===== config.mk =====
export PLATFORM = sky130hd
export DESIGN_NAME = irx_ctrl
export DESIGN_NICKNAME = d
export VERILOG_FILES = /design/src/rtl/irx_pkg.sv /design/src/rtl/irx_tmr_if.sv /design/src/rtl/irx_timer.sv /design/src/rtl/irx_ctrl.sv
export VERILOG_INCLUDE_DIRS = /design/src /design/src/rtl
export SDC_FILE = /design/constraint.sdc
export NUM_CORES = 1
export LEC_CHECK = 0
export BUFFER_PORTS_ARGS = -buffer_cell sky130_fd_sc_hd__buf_2
export CORE_ASPECT_RATIO = 1.1
export CORE_MARGIN = 5
export CORE_UTILIZATION = 45
export CTS_CLUSTER_SIZE = 16
export DETAILED_ROUTE_END_ITERATION = 10
export PLACE_DENSITY_LB_ADDON = 0.05
export SLEW_MARGIN = 20
export SYNTH_ARGS = -nofsm -noshare
export SYNTH_HDL_FRONTEND = slang
export SYNTH_SLANG_ARGS = --single-unit

===== constraint.sdc =====
create_clock -name ref_clk -period 2.7 [get_ports ref_clk]
set_input_delay 0.27 -clock ref_clk [delete_from_list [all_inputs] [get_ports ref_clk]]
set_output_delay 0.27 -clock ref_clk [all_outputs]
set_load 0.005 [all_outputs]

===== src/rtl/irx_defines.svh =====
// Timing constants for the infrared transceiver mode controller
`ifndef IRX_DEFINES_SVH
`define IRX_DEFINES_SVH
`define IRX_CLK_PERIOD_PS 25000
`define IRX_SETUP_NS 200
`define IRX_SPEED_SETUP_NS 50
`define IRX_HOLD_NS 50
`define IRX_RC_PULSE_NS 200
`define IRX_PROG_MAX_NS 5000
`define IRX_SHUT_MIN_US 30
// Least times round up, longest times round down
`define IRX_CYC_UP(ns) (((ns) * 1000 + `IRX_CLK_PERIOD_PS - 1) / `IRX_CLK_PERIOD_PS)
`define IRX_CYC_DN(ns) (((ns) * 1000) / `IRX_CLK_PERIOD_PS)
`define IRX_SETUP_CYC `IRX_CYC_UP(`IRX_SETUP_NS)
`define IRX_SPEED_SETUP_CYC `IRX_CYC_UP(`IRX_SPEED_SETUP_NS)
`define IRX_HOLD_CYC `IRX_CYC_UP(`IRX_HOLD_NS)
`define IRX_RC_PULSE_CYC `IRX_CYC_UP(`IRX_RC_PULSE_NS)
`define IRX_PROG_MAX_CYC `IRX_CYC_DN(`IRX_PROG_MAX_NS)
`define IRX_SHUT_MIN_CYC `IRX_CYC_UP(`IRX_SHUT_MIN_US * 1000)
`endif


===== src/rtl/irx_pkg.sv =====
// Types for the infrared transceiver mode controller
package irx_pkg;
  // Requested operation
  typedef enum logic [2:0] {
    IRX_CMD_SIR = 3'h0,
    IRX_CMD_FIR = 3'h1,
    IRX_CMD_RC = 3'h2,
    IRX_CMD_SHUT = 3'h3,
    IRX_CMD_WAKE = 3'h4
  } irx_cmd_type;
  // Latched mode as the controller tracks it
  typedef enum logic [1:0] {
    IRX_MODE_SIR = 2'h0,
    IRX_MODE_FIR = 2'h1,
    IRX_MODE_RC = 2'h2
  } irx_mode_type;
endpackage


===== src/rtl/irx_tmr_if.sv =====
// Interface between the sequencer and its interval timer
`timescale 1ns/1ps
`default_nettype none
interface irx_tmr_if #(parameter int CW = 16);
  logic load;
  logic [CW-1:0] count;
  logic done;
  modport ctl (output load, output count, input done);
  modport tmr (input load, input count, output done);
endinterface
`default_nettype wire


===== src/rtl/irx_timer.sv =====
// Down-counting interval timer used by the sequencer
`timescale 1ns/1ps
`default_nettype none
module irx_timer #(parameter int CW = 16) (
  input wire logic ref_clk,
  input wire logic rstn,
  irx_tmr_if.tmr t
);
  logic [CW-1:0] cnt_r;
  logic [CW-1:0] cnt_nxt;
  logic run_r;
  logic run_nxt;
  // Next count: reload, count down, or hold at zero
  assign cnt_nxt = t.load ? t.count : ((cnt_r != '0) ? cnt_r - 1'b1 : cnt_r);
  assign run_nxt = t.load ? 1'b1 : (run_r && (cnt_r > CW'(1)));
  assign t.done = run_r && (cnt_r <= CW'(1));
  // ************
  // Counter
  // ************
  always_ff @(posedge ref_clk or negedge rstn) begin
    if (!rstn) begin
      cnt_r <= '0;
      run_r <= 1'b0;
    end else begin
      cnt_r <= cnt_nxt;
      run_r <= run_nxt;
    end
  end
endmodule
`default_nettype wire


===== src/rtl/irx_ctrl.sv =====
// Host controller that programs and drives the infrared transceiver pins
// How it works
// [RULE1] Device powers up in SIR; tracked mode starts at SIR.
// [RULE2] Single-input mode: all data leaves on ir_tx_in by latched mode.
// [RULE3] Controller runs a programming sequence to pick infrared or remote mode.
// [RULE4] Dual-input mode: infrared data on ir_tx_in, remote data on rc_tx_in.
// [RULE5] Shutdown low: one transmit input high at most; never both.
// [RULE6] Shutdown high, inputs low turns LED off and resets mode to SIR.
// [RULE7] Shutdown high at least 30 us gives complete shutdown.
// [RULE8] Programming pulse stays at most 5.0 us and above setup plus remote pulse.
// [RULE9] Fast mode: shutdown high, wait 200 ns, ir high, 50 ns, drop, hold 50 ns.
// [RULE10] Device latches ir_tx_in level at shutdown falling edge as speed.
// [RULE11] SIR: shutdown high, ir low 50 ns, drop shutdown, keep low 50 ns.
// [RULE12] After hold, ir_tx_in again carries normal infrared data.
// [RULE13] Remote mode: ir_tx_in pulse of at least 200 ns inside programming pulse.
// [RULE14] Hold ir_tx_in and shutdown stable 50 ns after the latching edge.
// [RULE15] If io_supply precedes core supply, drive shutdown high.
// [RULE16] Minimum times round up, maximum times round down to cycles.
`timescale 1ns/1ps
`default_nettype none
`include "irx_defines.svh"
module irx_ctrl #(
  parameter int CW = 16,
  parameter int SHUT_CYC = `IRX_SHUT_MIN_CYC
) (
  input wire logic ref_clk,
  input wire logic rstn,
  input wire logic dual_input,
  input wire logic cmd_valid,
  input wire irx_pkg::irx_cmd_type cmd,
  output logic cmd_ready,
  input wire logic ir_data,
  input wire logic rc_data,
  input wire logic io_supply_early,
  output logic shutdown_ctrl,
  output logic ir_tx_in,
  output logic rc_tx_in,
  output irx_pkg::irx_mode_type mode,
  output logic asleep
);
  // ************
  // Sequencer states
  // ************
  typedef enum logic [2:0] {
    IRX_ST_IDLE = 3'h0,
    IRX_ST_SETUP = 3'h1,
    IRX_ST_RCP = 3'h2,
    IRX_ST_SPD = 3'h3,
    IRX_ST_HOLD = 3'h4,
    IRX_ST_SHUT = 3'h5,
    IRX_ST_OFF = 3'h6
  } irx_st_type;

  irx_st_type st_r;
  irx_st_type st_nxt;
  irx_pkg::irx_mode_type mode_r;
  irx_pkg::irx_mode_type mode_nxt;
  irx_pkg::irx_cmd_type cmd_r;
  logic sd_r;
  logic sd_nxt;
  logic ir_r;
  logic ir_nxt;
  logic rc_r;
  logic rc_nxt;
  logic rdy_r;
  logic [2:0] io_sync_r;
  logic io_early;
  logic accept;
  logic dn;
  logic [CW-1:0] ld_cnt;
  logic ld;
  logic [CW-1:0] prog_cnt_r;
  logic io_early_r;
  logic prog_run;

  irx_tmr_if #(.CW(CW)) tif ();
  irx_timer #(.CW(CW)) u_tmr (
    .ref_clk(ref_clk),
    .rstn(rstn),
    .t(tif)
  );
  assign tif.load = ld;
  assign tif.count = ld_cnt;
  assign dn = tif.done;

  // Supply-order strap: three stages, a change counts once the last two agree
  assign io_early = io_early_r;
  assign accept = cmd_valid && rdy_r;

  // ************
  // Next-state logic
  // ************
  always_comb begin
    st_nxt = st_r;
    mode_nxt = mode_r;
    sd_nxt = sd_r;
    ld = 1'b0;
    ld_cnt = '0;
    case (st_r)
      IRX_ST_IDLE: begin
        if (io_early) begin
          sd_nxt = 1'b1; // RULE15
        end else if (accept) begin
          sd_nxt = 1'b1; // RULE3
          ld = 1'b1;
          if (cmd == irx_pkg::IRX_CMD_SHUT) begin
            ld_cnt = CW'(SHUT_CYC); // RULE7
            st_nxt = IRX_ST_SHUT;
          end else if (cmd == irx_pkg::IRX_CMD_WAKE) begin
            sd_nxt = 1'b0;
            ld = 1'b0;
          end else begin
            ld_cnt = CW'(`IRX_SETUP_CYC); // RULE9 RULE16
            st_nxt = IRX_ST_SETUP;
          end
        end else begin
          sd_nxt = asleep;
        end
      end
      IRX_ST_SETUP: if (dn) begin
        ld = 1'b1;
        if (cmd_r == irx_pkg::IRX_CMD_RC) begin
          ld_cnt = CW'(`IRX_RC_PULSE_CYC); // RULE13
          st_nxt = IRX_ST_RCP;
        end else begin
          ld_cnt = CW'(`IRX_SPEED_SETUP_CYC); // RULE11
          st_nxt = IRX_ST_SPD;
        end
      end
      IRX_ST_RCP: if (dn) begin
        ld = 1'b1;
        ld_cnt = CW'(`IRX_SPEED_SETUP_CYC);
        st_nxt = IRX_ST_SPD;
      end
      IRX_ST_SPD: if (dn) begin
        sd_nxt = 1'b0; // RULE8 RULE10
        ld = 1'b1;
        ld_cnt = CW'(`IRX_HOLD_CYC); // RULE14
        st_nxt = IRX_ST_HOLD;
      end
      IRX_ST_HOLD: if (dn) begin
        st_nxt = IRX_ST_IDLE; // RULE12
        case (cmd_r)
          irx_pkg::IRX_CMD_FIR: mode_nxt = irx_pkg::IRX_MODE_FIR;
          irx_pkg::IRX_CMD_RC: mode_nxt = irx_pkg::IRX_MODE_RC;
          default: mode_nxt = irx_pkg::IRX_MODE_SIR;
        endcase
      end
      IRX_ST_SHUT: if (dn) begin
        mode_nxt = irx_pkg::IRX_MODE_SIR; // RULE6
        st_nxt = IRX_ST_OFF;
      end
      IRX_ST_OFF: st_nxt = IRX_ST_IDLE;
      default: st_nxt = IRX_ST_IDLE;
    endcase
    // Early I/O supply keeps shutdown high whatever the sequencer does
    if (io_early) begin
      sd_nxt = 1'b1; // RULE15
    end
  end

  // Transmit pin levels for the coming state, so ir edges move with the state
  always_comb begin
    ir_nxt = 1'b0;
    rc_nxt = 1'b0;
    case (st_nxt)
      IRX_ST_IDLE: begin
        if (!sd_nxt && !asleep && !io_early) begin
          if (dual_input) begin
            ir_nxt = ir_data; // RULE4
            rc_nxt = rc_data & ~ir_data; // RULE5
          end else begin
            ir_nxt = (mode_nxt == irx_pkg::IRX_MODE_RC) ? rc_data : ir_data; // RULE2
          end
        end
      end
      IRX_ST_RCP: ir_nxt = 1'b1; // RULE13
      IRX_ST_SPD: ir_nxt = (cmd_r == irx_pkg::IRX_CMD_FIR); // RULE9
      IRX_ST_HOLD: ir_nxt = (cmd_r == irx_pkg::IRX_CMD_FIR); // RULE14
      default: begin
        ir_nxt = 1'b0; // RULE6
        rc_nxt = 1'b0;
      end
    endcase
  end

  // ************
  // Registers
  // ************
  always_ff @(posedge ref_clk or negedge rstn) begin
    if (!rstn) begin
      st_r <= IRX_ST_IDLE;
      mode_r <= irx_pkg::IRX_MODE_SIR; // RULE1
      cmd_r <= irx_pkg::IRX_CMD_SIR;
      sd_r <= 1'b0;
      ir_r <= 1'b0;
      rc_r <= 1'b0;
      rdy_r <= 1'b0;
      asleep <= 1'b0;
      io_sync_r <= 3'h0;
      io_early_r <= 1'b0;
    end else begin
      st_r <= st_nxt;
      mode_r <= mode_nxt;
      sd_r <= sd_nxt;
      ir_r <= ir_nxt;
      rc_r <= rc_nxt;
      io_sync_r <= {io_sync_r[1:0], io_supply_early};
      if (io_sync_r[2] == io_sync_r[1]) begin
        io_early_r <= io_sync_r[2]; // RULE15
      end
      rdy_r <= (st_nxt == IRX_ST_IDLE) && !accept && !io_early;
      if (accept) begin
        cmd_r <= cmd;
      end
      if (st_r == IRX_ST_OFF) begin
        asleep <= 1'b1;
      end else if (accept && cmd == irx_pkg::IRX_CMD_WAKE) begin
        asleep <= 1'b0;
      end
    end
  end

  // Length of the current shutdown-high pulse, shutdown pulse included until asleep is set; strap pulses do not count
  assign prog_run = sd_r && !asleep && !io_early;
  always_ff @(posedge ref_clk or negedge rstn) begin
    if (!rstn) begin
      prog_cnt_r <= '0;
    end else begin
      prog_cnt_r <= prog_run ? ((prog_cnt_r != '1) ? prog_cnt_r + 1'b1 : prog_cnt_r) : '0;
    end
  end

  assign shutdown_ctrl = sd_r;
  assign ir_tx_in = ir_r;
  assign rc_tx_in = rc_r;
  assign mode = mode_r;
  assign cmd_ready = rdy_r;

  // ************
  // Assertions
  // ************
  never_both_tx_a: assert property (@(posedge ref_clk) disable iff (!rstn) // RULE5
    !(ir_tx_in && rc_tx_in)) else $error("both transmit inputs high");
  prog_pulse_max_a: assert property (@(posedge ref_clk) disable iff (!rstn) // RULE8
    (st_r != IRX_ST_SHUT && st_r != IRX_ST_OFF && !asleep && !io_early)
    |-> prog_cnt_r <= CW'(`IRX_PROG_MAX_CYC)) else $error("programming pulse too long");
  setup_wait_a: assert property (@(posedge ref_clk) disable iff (!rstn) // RULE9
    $rose(shutdown_ctrl) && !io_early |-> !ir_tx_in [*8]) else $error("setup too short");
  hold_after_a: assert property (@(posedge ref_clk) disable iff (!rstn) // RULE14
    $fell(shutdown_ctrl) && $past(ir_tx_in) |-> ir_tx_in [*2]) else $error("hold broken");
  mode_update_a: assert property (@(posedge ref_clk) disable iff (!rstn) // RULE10
    st_r == IRX_ST_HOLD && dn && cmd_r == irx_pkg::IRX_CMD_FIR
    |=> mode == irx_pkg::IRX_MODE_FIR) else $error("mode not latched");
  shut_sir_a: assert property (@(posedge ref_clk) disable iff (!rstn) // RULE6
    st_r == IRX_ST_OFF |-> mode == irx_pkg::IRX_MODE_SIR && shutdown_ctrl) else $error("shut mode");
  rc_pulse_a: assert property (@(posedge ref_clk) disable iff (!rstn) // RULE13
    $rose(ir_tx_in) && shutdown_ctrl && cmd_r == irx_pkg::IRX_CMD_RC |-> ir_tx_in [*8])
    else $error("remote pulse short");
  idle_sd_a: assert property (@(posedge ref_clk) disable iff (!rstn) // RULE15
    io_early |-> ##1 shutdown_ctrl) else $error("shutdown not raised");
  fir_cov: cover property (@(posedge ref_clk) disable iff (!rstn)
    accept && cmd == irx_pkg::IRX_CMD_FIR ##[1:40] mode == irx_pkg::IRX_MODE_FIR);
  rc_cov: cover property (@(posedge ref_clk) disable iff (!rstn)
    accept && cmd == irx_pkg::IRX_CMD_RC ##[1:40] mode == irx_pkg::IRX_MODE_RC);
  shut_cov: cover property (@(posedge ref_clk) disable iff (!rstn) st_r == IRX_ST_OFF);
endmodule
`default_nettype wire


Word level (Yosys, flattened, before mapping)
Index checks and enable logic that the tools add are counted.
Operators by class
  divide/modulo/power cells: 0
  bitwise operators: 2
  magnitude comparators: 2
  add/sub/neg operators: 1
  shifts and indexed selects: 0
  eq/ne operators: 15
  multiply operators: 0
  muxes and demuxes: 45
  reductions and logical operators: 20
Operators by type and width (count)
  $mux W11: 3
  $pmux W11 S3: 1
  $mux W16: 2
  $mux W3: 9
  $eq A3 B2 Y1 const B: 6
  $mux W1: 18
  $pmux W3 S6: 1
  $gt A16 B1 Y1 const B: 1
  $le A16 B1 Y1 const B: 1
  $reduce_bool A16 Y1: 1
  $sub A16 B1 Y16 const B: 1
  $eq A3 B3 Y1 const B: 5
  $mux W4: 3
  $logic_and A1 B1 Y1: 8
  $pmux W2 S2: 2
  $eq A3 B1 Y1 const B: 2
  $logic_not A3 Y1: 2
  $mux W2: 3
  $logic_not A1 Y1: 4
  $pmux W1 S2: 2
  $reduce_bool A2 Y1: 2
  $reduce_or A2 Y1: 2
  $pmux W1 S3: 1
  $reduce_or A3 Y1: 1
  other kinds (4): 4
Word-level totals
  bits in read-only memories: 0
  logic and storage cells: 97
  flip-flop bits (word level): 34
  bits in latches: 0
  memories: 0
  output and inout port bits: 7
  bits of input ports: 10
  memory bits (writable): 0

Longest topological paths before layout
Gate-level depths: netlist (run 1).
  depth after elaboration: 11
  depth in mapped cells: 10
  gate-level depth less buffers: 8

Hierarchy
A second synthesis (run 1) with hierarchy kept.
Second synthesis, totals
  cells, all modules: 211
  area, all modules: 1995.7 sq um
Modules (own cells, without submodules)
  irx_timer: area an instance 1084.8 sq um, cells an instance 119, instances 1, seq. area each 425.4 sq um
  irx_ctrl: area an instance 910.9 sq um, cells an instance 92, instances 1, seq. area each 425.4 sq um

Worst setup path after synthesis (run 1)
Ideal clock, no wire load.
  path type: register to register
  start point: reg u_tmr.cnt_r[10]
  end point: reg ir_r (netlist: ir_tx_in)
  data required time: 2.568 ns
  clock period less this slack: 2.264 ns
  buffers on the path: 1
  data arrival time: 2.132 ns
  library setup time: 0.132 ns
  cell stages (with the launch flop): 8
  setup slack: 0.436 ns
  path through: dfrtp_1 or4_4 nor4_4 buf_6 nand3_4 a221o_1 mux2i_1 o221ai_2
Between the ends
  elaborated cells between the ends (all ways): 27
  those cells by class: 1 x order compare; 4 x eq/ne; 16 x mux; 6 x reduce/logical
RTL lines
  from (decl): line irx_timer.sv:9  | logic [CW-1:0] cnt_r;
  from (signal assigned): line irx_timer.sv:25  | cnt_r <= cnt_nxt;
  $le A16 B1 Y1 *: line irx_timer.sv:16  | assign t.done = run_r && (cnt_r <= CW'(1));
  $logic_and A1 B1 Y1 *: line irx_timer.sv:16
  $mux W3 (on tied branches)
  $pmux W3 S6 *: line irx_ctrl.sv:99  | case (st_r)
  net st_nxt[2]: line irx_ctrl.sv:55  | irx_st_type st_nxt;
  $eq A3 B3 Y1 or $eq A3 B2 Y1 (tied branches): line irx_ctrl.sv:166  | case (st_nxt)
  $reduce_or A2 Y1 (no line)
  $pmux W1 S3 *: line irx_ctrl.sv:166
  net ir_nxt: line irx_ctrl.sv:62  | logic ir_nxt;
  to (signal assigned): line irx_ctrl.sv:206  | ir_r <= ir_nxt;
  to (decl): line irx_ctrl.sv:61  | logic ir_r;
The timed path passes the listed nets; every way through them passes the cells marked *.
A chain may end at the register's enable or synchronous reset.

Worst setup path in the final report (run 1)
Ends and elaborated chain as after synthesis.

==> impl_metrics.yaml, run 1 <==
clock_network:
  clock_path_buffers: 2
  cts_htree_levels: 2
  cts_tree: "done"
  ctsResizeCount: 0
  post_cts_buffers: 0
  cts_made_buffers: 5
  cts.clk_slew.worst_paths_ps: 80
  cts-root-buf: "clkbuf_8"
  clock_latency_ps: 290
  cts_hold_buffers: 0
  cts.sinks: 34
final_layout:
  final_layout_size_suffix_gt1_frac: 0.214
  n_antenna_cell: 0
  stdcell_area_sq_mm: 0.00220
  final_nets: 232
  fill_cells: 380
  syn2layout_area_growth_pct: 15.3
synth:
  yosysMostFrequentCell: "dfrtp_1"
  synth_seq_area_share: 0.445
  yosysWarningCount: 0
  avgSynthCellArea_sq_um: 9.75
  synth-async-reset-ratio: 1.00
  synthesis.nets: 209
  yosys.area.top_type: "dfrtp_1"
  synth_top_area_share: 0.445
  synth_edf_count: 0
  netlist_instances: 196
  synth_ff_type: "dfrtp_1"
  synth_cell_types: 52
  yosys_register_bits: 34
  syn-cell-area_sq_mm: 0.00191
  ys_top_cells_by_area: "dfrtp_1, nor2_1, a21oi_1"
  synthTopCellsByCount: "dfrtp_1, nor2_1, a21oi_1"
route:
  viasPerCell: 5.81
  ant_nets: 0
  drt_first_iter_violations: 48
  num_vias: 1581
  drt_first_pass_iters: 4
  wirelength_um: 4320
  wire_per_inst_um: 15.9
  route.detailed.drc: 0
job:
  drv_cap: 0
timing:
  rsz0062_at_grt: "false"
  slew-limit-headroom: 0.494
  fin_crit_ps: 2450
  fmax_mhz: 407
  final_max_slew_viol_count: 0
  tightest_slew_ps: 758
  setup-tns-final_ps: 0
  hold_violations: 0
  fin_worst_skew_ps: 6.61
  final-setup-viol-count: 0
  fin_crit_sh: 0.909
floorplanning:
  initial_utilization: 0.475
  chipWidth_um: 72.1
  core_area_sq_mm: 0.00402
  rows: 24
  dieArea_sq_mm: 0.00565
  die_height_um: 78.3
  io-pin-count: 17
critical_path:
  end_kind: "register"
  critPathArrivalTime_ps: 2620
  r2r_cells: 7
  worstPathMaxFanout: 11
  timing.rr.end: "ir_tx_in$_DFF_PN0_"
  critPathKind: "register to register"
  reg2reg_slack_ps: 250
  crit_required_ps: 2870
  timing.rr.start: "u_tmr.cnt_r[10]$_DFFE_PN0P_"
  startpoint_type: "register"
grt:
  grt_max_degree: 35
  grt_pass1_wl_um: 7470
  grt_overflow_total: 0
  first_global_vias: 1627
  grtUsageTotal: 0.169
  antenna_found_initial: 0
power_and_ir_drop:
  ir_drop_mv: 0.404
  leakage_uw: 0.000903
  power_density_mw_per_mm2: 802
run_status:
  status: "complete, no violations"
place:
  io_buffers: 16
  hpwl_um: 3160
  placed_cell_area_sq_mm: 0.00209
  finalWeightedCongestion: 0.818
min_path:
  min_path_type: "primary input to asynchronous set/reset pin"
-- cell usage in the layout, fill, tap and decap left out, drive strengths merged, types with 3 or more instances in the layout --
cell,count
nor3b,3
xor2,7
buf,26
nand4,5
or4,3
clkbuf,5
mux2,3
nor4,8
nand3b,3
inv,5
dfrtp,34
nand2,11
nand2b,7
ha,3
or3,3
nor3,4
nand3,8
o21ai,9
nor2,22
a21oi,14
-- worst max path at each step --
stage	startpoint	end	slack [ps]	cells past startpoint
floorplan	u_tmr.cnt_r[10]$_DFFE_PN0P_	ir_tx_in$_DFF_PN0_	440	7
global placement	u_tmr.cnt_r[10]$_DFFE_PN0P_	rc_tx_in$_DFF_PN0_	310	7
detailed placement	u_tmr.cnt_r[10]$_DFFE_PN0P_	ir_tx_in$_DFF_PN0_	260	7
CTS	u_tmr.cnt_r[10]$_DFFE_PN0P_	ir_tx_in$_DFF_PN0_	230	7
global route	u_tmr.cnt_r[5]$_DFFE_PN0P_	rc_tx_in$_DFF_PN0_	80	7
finish	u_tmr.cnt_r[10]$_DFFE_PN0P_	ir_tx_in$_DFF_PN0_	250	7
-- power by group --
part / switching (uW) / leakage [uW] / internal (uW)
clock network: 201 / 0.0000504 / 274
logic: 275 / 0.000440 / 225
registers: 145 / 0.000412 / 645
total: 621 / 0.000903 / 1150
-- per-layer routing --
layer,share of wire,vias to the layer above,routed length (um),global-route usage
li1,-,772,-,-
met1,0.43,759,1840,0.200
met2,0.50,42,2180,0.279
met3,0.046,8,200,0.0485
met4,0.024,0,104,0.0827
met5,0,-,0,0
-- cell families (layout without fill, tap and decap cells) --
family | after synthesis | after routing | share of synthesized area
buf+inv | 15 | 39 | 0.0347
compound gates | 43 | 43 | 0.155
xor+xnor | 9 | 9 | 0.0413
fa+ha+maj | 4 | 4 | 0.0249
flops | 34 | 34 | 0.445
simple gates | 86 | 86 | 0.271
mux | 5 | 5 | 0.0282
-- state kept, by name, summed over array words and instances (netlist names) --
name / count
io_sync_r: 3
cmd_r: 3
st_r: 3
mode: 2
io_early: 1
rc_tx_in: 1
asleep: 1
u_tmr.cnt_r: 16
ir_tx_in: 1
u_tmr.run_r: 1
shutdown_ctrl: 1
cmd_ready: 1
-- worst max-delay path, cell delays in order, from the launching register on --
cell,delay [ps]
dfrtp_1,440
or4_4,580
nor4_4,220
buf_4,230
nand3_4,130
a221o_1,390
mux2i_1,210
o221ai_2,120
-- layout make-up --
class	count	area [sq um]	share of cell area
multi-input combinational	147	1000	0.454
sequential	34	851	0.386
timing repair buffer	26	155	0.0704
clock buffer	5	68.8	0.0312
tap	52	65.1	0.0295
clock inverter	3	45.0	0.0204
inverter	5	18.8	0.00852
-- per-stage QoR --
step	setup WS, ps	cells	utilization	hold WS [ps]	power, uW
floorplan	436	196	-	-25.6	1150
finish	246	272	0.548	48.0	1770
global placement	312	264	0.519	333	1280
global route	80.2	272	0.548	55.1	1900
CTS	235	272	0.548	66.0	1790
detailed placement	257	264	0.519	346	1300
No activity file was read; power rests on OpenSTA's default activity.
==> run 2, diff against run 1 <==
--- a/config.mk
+++ b/config.mk
@@ -6,13 +6,14 @@
 export SDC_FILE = /design/constraint.sdc
 export NUM_CORES = 1
 export LEC_CHECK = 0
+export ABC_AREA = 1
 export BUFFER_PORTS_ARGS = -buffer_cell sky130_fd_sc_hd__buf_2
-export CORE_ASPECT_RATIO = 1.1
+export CORE_ASPECT_RATIO = 0.6
 export CORE_MARGIN = 5
 export CORE_UTILIZATION = 45
 export CTS_CLUSTER_SIZE = 16
 export DETAILED_ROUTE_END_ITERATION = 10
-export PLACE_DENSITY_LB_ADDON = 0.05
+export PLACE_DENSITY = 0.73
 export SLEW_MARGIN = 20
 export SYNTH_ARGS = -nofsm -noshare
 export SYNTH_HDL_FRONTEND = slang
==> run 2 against run 1 <==
Against the previous run: combinational power up 79%; die area up 3.6%; clock power down 22%; first-iteration DRC count up 120%; critical path type unchanged.
==> impl_metrics.yaml, run 2 <==
synth:
  synthTopCellsByCount: "nand2_1, dfrtp_1, inv_1, nor2_1, o21ai_0"
  synthAdderAreaFrac: 0.0241
  synthesis.nets: 265
  synth_ff_type: "dfrtp_1"
  syn-cell-area_sq_mm: 0.00197
  yosys.area.top_type: "dfrtp_1"
  muxShareOfSynthArea: 0
  synth_seq_area_share: 0.431
  synth-async-reset-ratio: 1.00
  yosysWarningCount: 0
  synthSimpleGateAreaFrac: 0.347
  yosysMostFrequentCell: "nand2_1"
  netlist_instances: 252
  synth_compound_area_frac: 0.0824
  synth_top_area_share: 0.431
  synth_edf_count: 0
  synth_xor_xnor_area_share: 0.0444
  yosys_register_bits: 34
  ys_top_cells_by_area: "dfrtp_1, nand2_1, inv_1"
  synth_top_family_by_area: "simple AND/OR/NAND/NOR gates"
  avgSynthCellArea_sq_um: 7.83
  synth_cell_types: 29
timing:
  final-setup-viol-count: 0
  fin_crit_sh: 0.831
  fin_ws_ps: 457
  setup-tns-final_ps: 0
  fin_crit_ps: 2240
  fmax_mhz: 446
  fin_worst_skew_ps: 2.05
  final_max_slew_viol_count: 0
  hold_violations: 0
  slew-limit-headroom: 0.490
  tightest_slew_ps: 766
  rsz0062_at_grt: "false"
clock_network:
  cts_htree_levels: 2
  post_cts_buffers: 0
  cts_tree: "done"
  cts-root-buf: "clkbuf_8"
  clock_latency_ps: 280
  cts_made_buffers: 5
  cts.sinks: 34
  cts.clk_slew.worst_paths_ps: 70
  clock_path_buffers: 2
  ctsResizeCount: 0
  cts_hold_buffers: 0
floorplanning:
  rows: 18
  chipWidth_um: 95.5
  initial_utilization: 0.474
  dieArea_sq_mm: 0.00585
  core_area_sq_mm: 0.00417
  io-pin-count: 17
  die_height_um: 61.3
critical_path:
  path_buf_inv: 3
  crit_required_ps: 2880
  slowest_stage: "dfrtp_1"
  worstPathMaxFanout: 13
  critPathTopFamily: "simple AND/OR/NAND/NOR gates"
  slowest_delay_ps: 410
  critPathArrivalTime_ps: 2420
  timing.rr.end: "u_tmr.cnt_r[5]$_DFFE_PN0P_"
  cpMostUsedCell: "o21ai_1"
  startpoint_type: "register"
  timing.rr.start: "u_tmr.cnt_r[0]$_DFFE_PN0P_"
  critPathKind: "register to register"
  reg2reg_slack_ps: 460
  path_cells: "inv_1, ha_1, nand2_1, nor2_1, o21ai_1, nor2_1, o21ai_1, nand2_2, inv_2, nand2_2, nand2_1, o21ai_1, inv_1"
  r2r_cells: 13
  end_kind: "register"
route:
  drt_first_pass_iters: 4
  drt_first_iter_violations: 106
  num_vias: 1637
  ant_nets: 0
  wirelength_um: 4280
  wire_per_inst_um: 12.9
  route.detailed.drc: 0
  viasPerCell: 4.92
grt:
  grt_pass1_wl_um: 7530
  grtUsageTotal: 0.171
  antenna_found_initial: 0
  grt_max_degree: 35
  first_global_vias: 1564
  grt_overflow_total: 0
final_layout:
  stdcell_area_sq_mm: 0.00221
  syn2layout_area_growth_pct: 11.8
  top_register: "u_tmr.cnt_r"
  layout_commonest_cell: "nand2_1"
  final_util: 0.529
  final_cell_mix: "nand2_1, dfrtp_1, inv_1, nor2_1, buf_2"
  fill_cells: 384
  final_nets: 287
  n_antenna_cell: 0
  largest_reg_flops: 16
  final_layout_size_suffix_gt1_frac: 0.190
place:
  placed_cell_area_sq_mm: 0.00212
  hpwl_um: 3260
  finalWeightedCongestion: 0.903
  post-place-ws_ps: 495
  io_buffers: 16
power_and_ir_drop:
  leakage_uw: 0.00115
  ir_drop_mv: 0.531
  power_density_mw_per_mm2: 964
run_status:
  status: "complete, no violations"
job:
  drv_cap: 0
min_path:
  min_path_type: "primary input to asynchronous set/reset pin"
==> run 2: cell count changes after synthesis, sizes merged, moves of 5 or more <==
cell,change
o21ai,+8
nor2,+24
clkbuf,-7
a21oi,-7
nand3,+5
nor4,-8
nand2b,-7
inv,+31
nand2,+52
==> run 2: report_power, final <==
group / switching [uW] / internal, uW
clock: 176 / 197
sequential: 171 / 685
combinational: 574 / 324
==> run 2: final cells by class <==
cell class,count,area (sq um),share of cell area
Multi-Input combinational cell,181,982,0.445
Sequential cell,34,851,0.386
Inverter,36,135,0.0613
Clock buffer,6,82.6,0.0374
Timing Repair Buffer,16,80.1,0.0363
Tap cell,60,75.1,0.0340
==> run 2: cells by family (layout without fill, tap and decap cells) <==
group                      Yosys count  after routing
and+or+nand+nor                    138            138
buffers and inverters               37             58
DFF                                 34             34
AOI/OAI and AO/OA                   29             29
xor gates and xnor gates            10             10
adders and majority gates            4              4
==> run 2: per-stage QoR <==
step	std cells	hold slack (ps)	total power, uW
4_1_cts	333	79.8	2130
3_5_place_dp	327	341	1750
2_1_floorplan	252	-25.6	1510
5_1_grt	333	79.1	2310
6_report	333	55.3	2130
3_3_place_gp	327	338	1740
==> run 2: worst max-delay path by stage <==
stage	start	end	slack, ps	depth (start not counted)
floorplan	u_tmr.cnt_r[0]$_DFFE_PN0P_	u_tmr.cnt_r[5]$_DFFE_PN0P_	990	13
global placement	u_tmr.cnt_r[0]$_DFFE_PN0P_	u_tmr.cnt_r[5]$_DFFE_PN0P_	630	13
detailed placement	u_tmr.cnt_r[0]$_DFFE_PN0P_	u_tmr.cnt_r[5]$_DFFE_PN0P_	490	13
CTS	u_tmr.cnt_r[0]$_DFFE_PN0P_	u_tmr.cnt_r[5]$_DFFE_PN0P_	490	13
global route	u_tmr.cnt_r[0]$_DFFE_PN0P_	u_tmr.cnt_r[5]$_DFFE_PN0P_	190	13
finish	u_tmr.cnt_r[0]$_DFFE_PN0P_	u_tmr.cnt_r[5]$_DFFE_PN0P_	460	13
==> run 2: metal layers <==
layer  vias to the layer above  global-route usage  share of wire
li1                        843                   -              -
met1                       734               0.261           0.55
met4                         0              0.0587          0.014
met5                         -                   0              0
met3                         9              0.0586          0.078
met2                        51               0.220           0.36
